**src/core/prot_pkg.sv**
```systemverilog
// Purpose: shared constants for the memory protection checker
// Assumes: 64-bit CSRs, 56-bit physical addresses
// Notes:   CSR numbers follow the standard protection CSR block
package prot_pkg;

  // ----------------------------------------------------------------
  // sizes
  // ----------------------------------------------------------------
  localparam int NUM_ENTRIES = 8;
  localparam int XLEN        = 64;
  localparam int PA_W        = 56;
  localparam int ADDR_W      = 54;       // word address bits [55:2]
  localparam int WORD_SHIFT  = 2;
  localparam int GRAN_W      = 4;        // log2 of the 64-byte granule in words
  localparam int CFG_W       = 8;
  localparam int IDX_W       = 3;

  // ----------------------------------------------------------------
  // csr numbers
  // ----------------------------------------------------------------
  localparam logic [11:0] CSR_CFG_LOW   = 12'h3a0;
  localparam logic [11:0] CSR_CFG_ODD1  = 12'h3a1;
  localparam logic [11:0] CSR_CFG_HIGH  = 12'h3a2;
  localparam logic [11:0] CSR_CFG_ODD3  = 12'h3a3;
  localparam logic [11:0] CSR_ADDR_BASE = 12'h3b0;
  localparam logic [11:0] CSR_ADDR_LAST = 12'h3b7;

  // ----------------------------------------------------------------
  // configuration field layout
  // ----------------------------------------------------------------
  localparam int CFG_R    = 0;
  localparam int CFG_W_B  = 1;
  localparam int CFG_X    = 2;
  localparam int CFG_A_LO = 3;
  localparam int CFG_A_HI = 4;
  localparam int CFG_L    = 7;
  localparam logic [CFG_W-1:0] CFG_RESET = 8'h00;

  typedef enum logic [1:0] {
    MODE_OFF   = 2'b00,
    MODE_TOR   = 2'b01,
    MODE_NA4   = 2'b10,
    MODE_POWER_OF_TWO_MODE = 2'b11
  } prot_mode_t;

  typedef enum logic [1:0] {
    PRIV_U = 2'b00,
    PRIV_S = 2'b01,
    PRIV_M = 2'b11
  } prot_priv_t;

  // encoding equals the permission bit position in a config field
  typedef enum logic [1:0] {
    ACC_LOAD  = 2'b00,
    ACC_STORE = 2'b01,
    ACC_FETCH = 2'b10
  } prot_acc_t;

endpackage

```
**src/core/prot_entry_match.sv**
```systemverilog
// Purpose: address range test for one protection entry
// Assumes: word addresses, granule set by GW
// Notes:   reports first and last byte of an access separately
module prot_entry_match
  import prot_pkg::*;
#(
  parameter int AW = ADDR_W,
  parameter int GW = GRAN_W
) (
  // entry settings
  input  wire logic [1:0]    mode,
  input  wire logic [AW-1:0] addrReg,
  input  wire logic [AW-1:0] prevReg,
  // access bounds
  input  wire logic [AW-1:0] firstWord,
  input  wire logic [AW-1:0] lastWord,
  // result
  output logic               firstIn,
  output logic               lastIn
);

  logic [AW-1:0] gran;
  logic [AW-1:0] topW;
  logic [AW-1:0] botW;
  logic [AW-1:0] napX;
  logic [AW-1:0] napMask;

  function automatic logic inRange(input logic [1:0]    m,
                                   input logic [AW-1:0] w,
                                   input logic [AW-1:0] lo,
                                   input logic [AW-1:0] hi,
                                   input logic [AW-1:0] x,
                                   input logic [AW-1:0] msk);
    logic r;
    r = 1'b0;
    case (m)
      MODE_TOR:   r = (w >= lo) && (w < hi);
      MODE_NA4,
      MODE_POWER_OF_TWO_MODE: r = (w & msk) == (x & msk);
      default:    r = 1'b0;
    endcase
    return r;
  endfunction

  always_comb begin
    gran    = AW'((1 << GW) - 1);
    topW    = addrReg & ~gran;
    botW    = prevReg & ~gran;
    napX    = addrReg | (gran >> 1);
    napMask = ~(napX ^ (napX + AW'(1)));
    firstIn = inRange(mode, firstWord, botW, topW, napX, napMask);
    lastIn  = inRange(mode, lastWord, botW, topW, napX, napMask);
  end

endmodule // prot_entry_match

```
**config.mk**
```make
export PLATFORM = sky130hd
export DESIGN_NAME = prot_entry_match
export DESIGN_NICKNAME = d
export VERILOG_FILES = /design/src/core/prot_pkg.sv /design/src/core/prot_entry_match.sv
export SDC_FILE = /design/constraint.sdc
export NUM_CORES = 1
export LEC_CHECK = 0
export ABC_AREA = 1
export BUFFER_PORTS_ARGS = -buffer_cell sky130_fd_sc_hd__buf_2
export CORE_ASPECT_RATIO = 0.75
export CORE_UTILIZATION = 30
export DETAILED_ROUTE_END_ITERATION = 8
export SLEW_MARGIN = 20
export SYNTH_ARGS = -nofsm -noshare
export SYNTH_HDL_FRONTEND = slang
export SYNTH_SLANG_ARGS = --single-unit
```
**constraint.sdc**
```tcl
create_clock -name vclk -period 4.11
set_input_delay 0 -clock vclk [all_inputs]
set_output_delay 0 -clock vclk [all_outputs]
set_load 0.01 [all_outputs]
```
==> results.txt <==
final setup vio count: 0
Slew Viols, Final: 0
Cells after Synth: 1563
worst hold slack: 0.5066 ns
Die Span X: 201.1 um
total track usage: 0.2225
I/O pin count: 220
Post-Synth Simple-Gate Area: 0.4238
Max Clk Rate: 309.0 MHz
minimum clock period: 3.236 ns
Vias: 10730
syn avg cell area: 5.707 sq um
Req. time, crit path: 4.11 ns
Final Util: 0.3590
DR pass1 iterations: 5
largest net degree at the start of global routing: 11
synth warn: 0
Worst Path Arrival: 3.24 ns
Synth Area in Adders: 0.3465
cell area after layout: 0.01048 sq mm
CLK BUF: 0
PortBufs: 213
PD cells: 98.30 mW/mm^2
placed wire-length estimate: 31870 um
initial core utilization: 0.3056
Mapped Area: 0.008920 sq mm
most used cell along the critical path: nand2_1
Synth cell types: 31
register area share after synthesis: 0
crit path from: addrReg[17]
gpl congestion: 0.9436
post-cts resize count: 0
Inst Count DP: 2168
Startpoint Class: input pin
Post-route DRC: 0
area of the multi-input gates: 0.007909 sq mm
Final nets: 2243
sequential cell area: 0 sq um
Die Height: 151.3 um
critical-path maximum fanout: 10
final hold violations: 0
largest area contributor in the netlist: ha_1
Crit-path slowest cell: nor3_1
Via density: 4.948
Compound-Gate Fraction of Synth Area: 0.08795
placed instance area: 0.01048 sq mm
share of layout cells above drive strength 1: 0.1301
WL/cell: 16.00 um
die area: 0.03043 sq mm
crit path to: lastIn
initial antenna violation count: 4
Setup Crit Path Kind: in2out
status: complete, no violations
Antenna Nets Post-Route: 0
CP max stage delay: 0.48 ns
Mapped Nets: 2028
worst path cell trace: buf_2 -> nand2_1 -> nor2_1 -> nand3_1 -> nor3_1 -> nand4_2 -> nor2_4 -> nand3_1 -> ha_1 -> xor2_1 -> nand3_1 -> nand2_1 -> nand2_1 -> nor2_1 -> nand2_1 -> nor2_1 -> nand3_1 -> nand2_1 -> buf_2
vias in the first global route: 9826
Seq cells: 0
largest family of logic cells by synthesized area: simple AND/OR/NAND/NOR gates
cts hold-fix bufs: 0
WL final: 34700 um
Post-CTS Setup Bufs: 0
Worst-Margin Slew: 0.9289 ns
max_cap viols: 0
overflow left after global routing: 0
core area: 0.02919 sq mm
non-filler cells, final: 2169
Slew headroom: 0.3750
Filler cells: 3329
synthesis-to-finish area growth: 17.48%
final worst path period share: 0.7874
LEAKAGE: 6.233 nW
hold crit path type: in2out
maximum vdd drop: 0.04528 mV
Hold Startpoint: mode[1]
Synth top area share: 0.3465
multiplexer share of the synthesized area: 0
first-pass GRT wire length: 52610 um
crit end category: output port
Synth area leaders: ha_1, nand2_1, inv_1, nand3_1, nor2_1
Placement Rows: 54
setup tns final: 0 ns
RSZ-0062 raised after global routing: false
Synth Area in XOR/XNOR: 0.02848
Detailed Route Iter0 Violations: 867
[cells in the final DEF (no fill, tap or decap), types with 2 or more instances in the layout]
| master | instances |
|---|---|
| ha_1 | 247 |
| nand2_1 | 482 |
| nand3_1 | 140 |
| nor2_4 | 5 |
| o21a_1 | 5 |
| or2_2 | 4 |
| nand3_2 | 3 |
| a21o_1 | 12 |
| nand4_2 | 2 |
| a21boi_0 | 2 |
| a21oi_1 | 78 |
| buf_2 | 213 |
| and3_1 | 3 |
| o21ai_0 | 43 |
| nand4_1 | 67 |
| nor2_1 | 136 |
| inv_1 | 268 |
| nor3_1 | 14 |
| xor2_1 | 28 |
| and2_1 | 5 |
| o21bai_1 | 4 |
| nor4_1 | 5 |
[synth_stat cells, types with 2 or more instances]
master	n
a21boi_0	2
o21bai_1	4
and2_1	5
a21o_1	12
nor4_1	5
nand3_2	3
o21ai_0	43
nor2_1	136
nor3_1	14
nand3_1	140
nand4_2	2
a21oi_1	78
inv_1	268
ha_1	247
and3_1	3
xor2_1	28
o21a_1	5
nor2_4	5
nand4_1	67
nand2_1	482
or2_2	4
[worst min path at each step]
stage	endpoint	slack (ns)	cells past startpoint
6_report	firstIn	0.51	5
5_1_grt	firstIn	0.51	5
4_1_cts	firstIn	0.50	5
3_5_place_dp	firstIn	0.50	5
3_3_place_gp	firstIn	0.51	5
2_1_floorplan	firstIn	0.18	3
[metal layers]
layer | vias up | track usage | wire, um
met3 | 26 | 0.03421 | 3050
met1 | 4740 | 0.3351 | 17590
li1 | 5596 | - | -
met2 | 365 | 0.3344 | 13610
met5 | - | 0 | 32
met4 | 6 | 0.02824 | 410
[worst max-delay path: cells and delay by family]
kind                     cells  cell delay [ns]
adder cells (fa/ha/maj)      1             0.33
XOR/XNOR                     1             0.24
AND/OR/NAND/NOR             15             2.36
buffers and inverters        2             0.30
[logic make-up (layout without fill, tap and decap cells)]
kind of cell,after synthesis,after routing
simple gates,873,873
other cells,0,1
xor+xnor,29,29
compound gates,145,145
buf+inv,269,482
fa+ha+maj,247,247
[stage by stage]
| step | power (mW) | setup WS [ns] |
|---|---|---|
| after floorplan | 0.6172 | 1.934 |
| after global placement | 0.9854 | 1.024 |
| after detailed placement | 1.012 | 1.003 |
| after CTS | 1.018 | 0.9875 |
| after global routing | 1.175 | 0.6714 |
| final | 1.030 | 0.8738 |
[final cells by class]
class,instances,share of cell area
diodes,1,0.0002388
repair buffers,213,0.1017
multi-input cells,1294,0.7547
inverters,269,0.09648
well taps,392,0.04681
[power breakdown]
part	switching, mW	internal [mW]	leakage [nW]
combinational	0.646	0.384	6.23
sequential	0	0	0
clock	0	0.0000000326	0.00000634
Note: power is estimated with default switching activity, not from simulation.
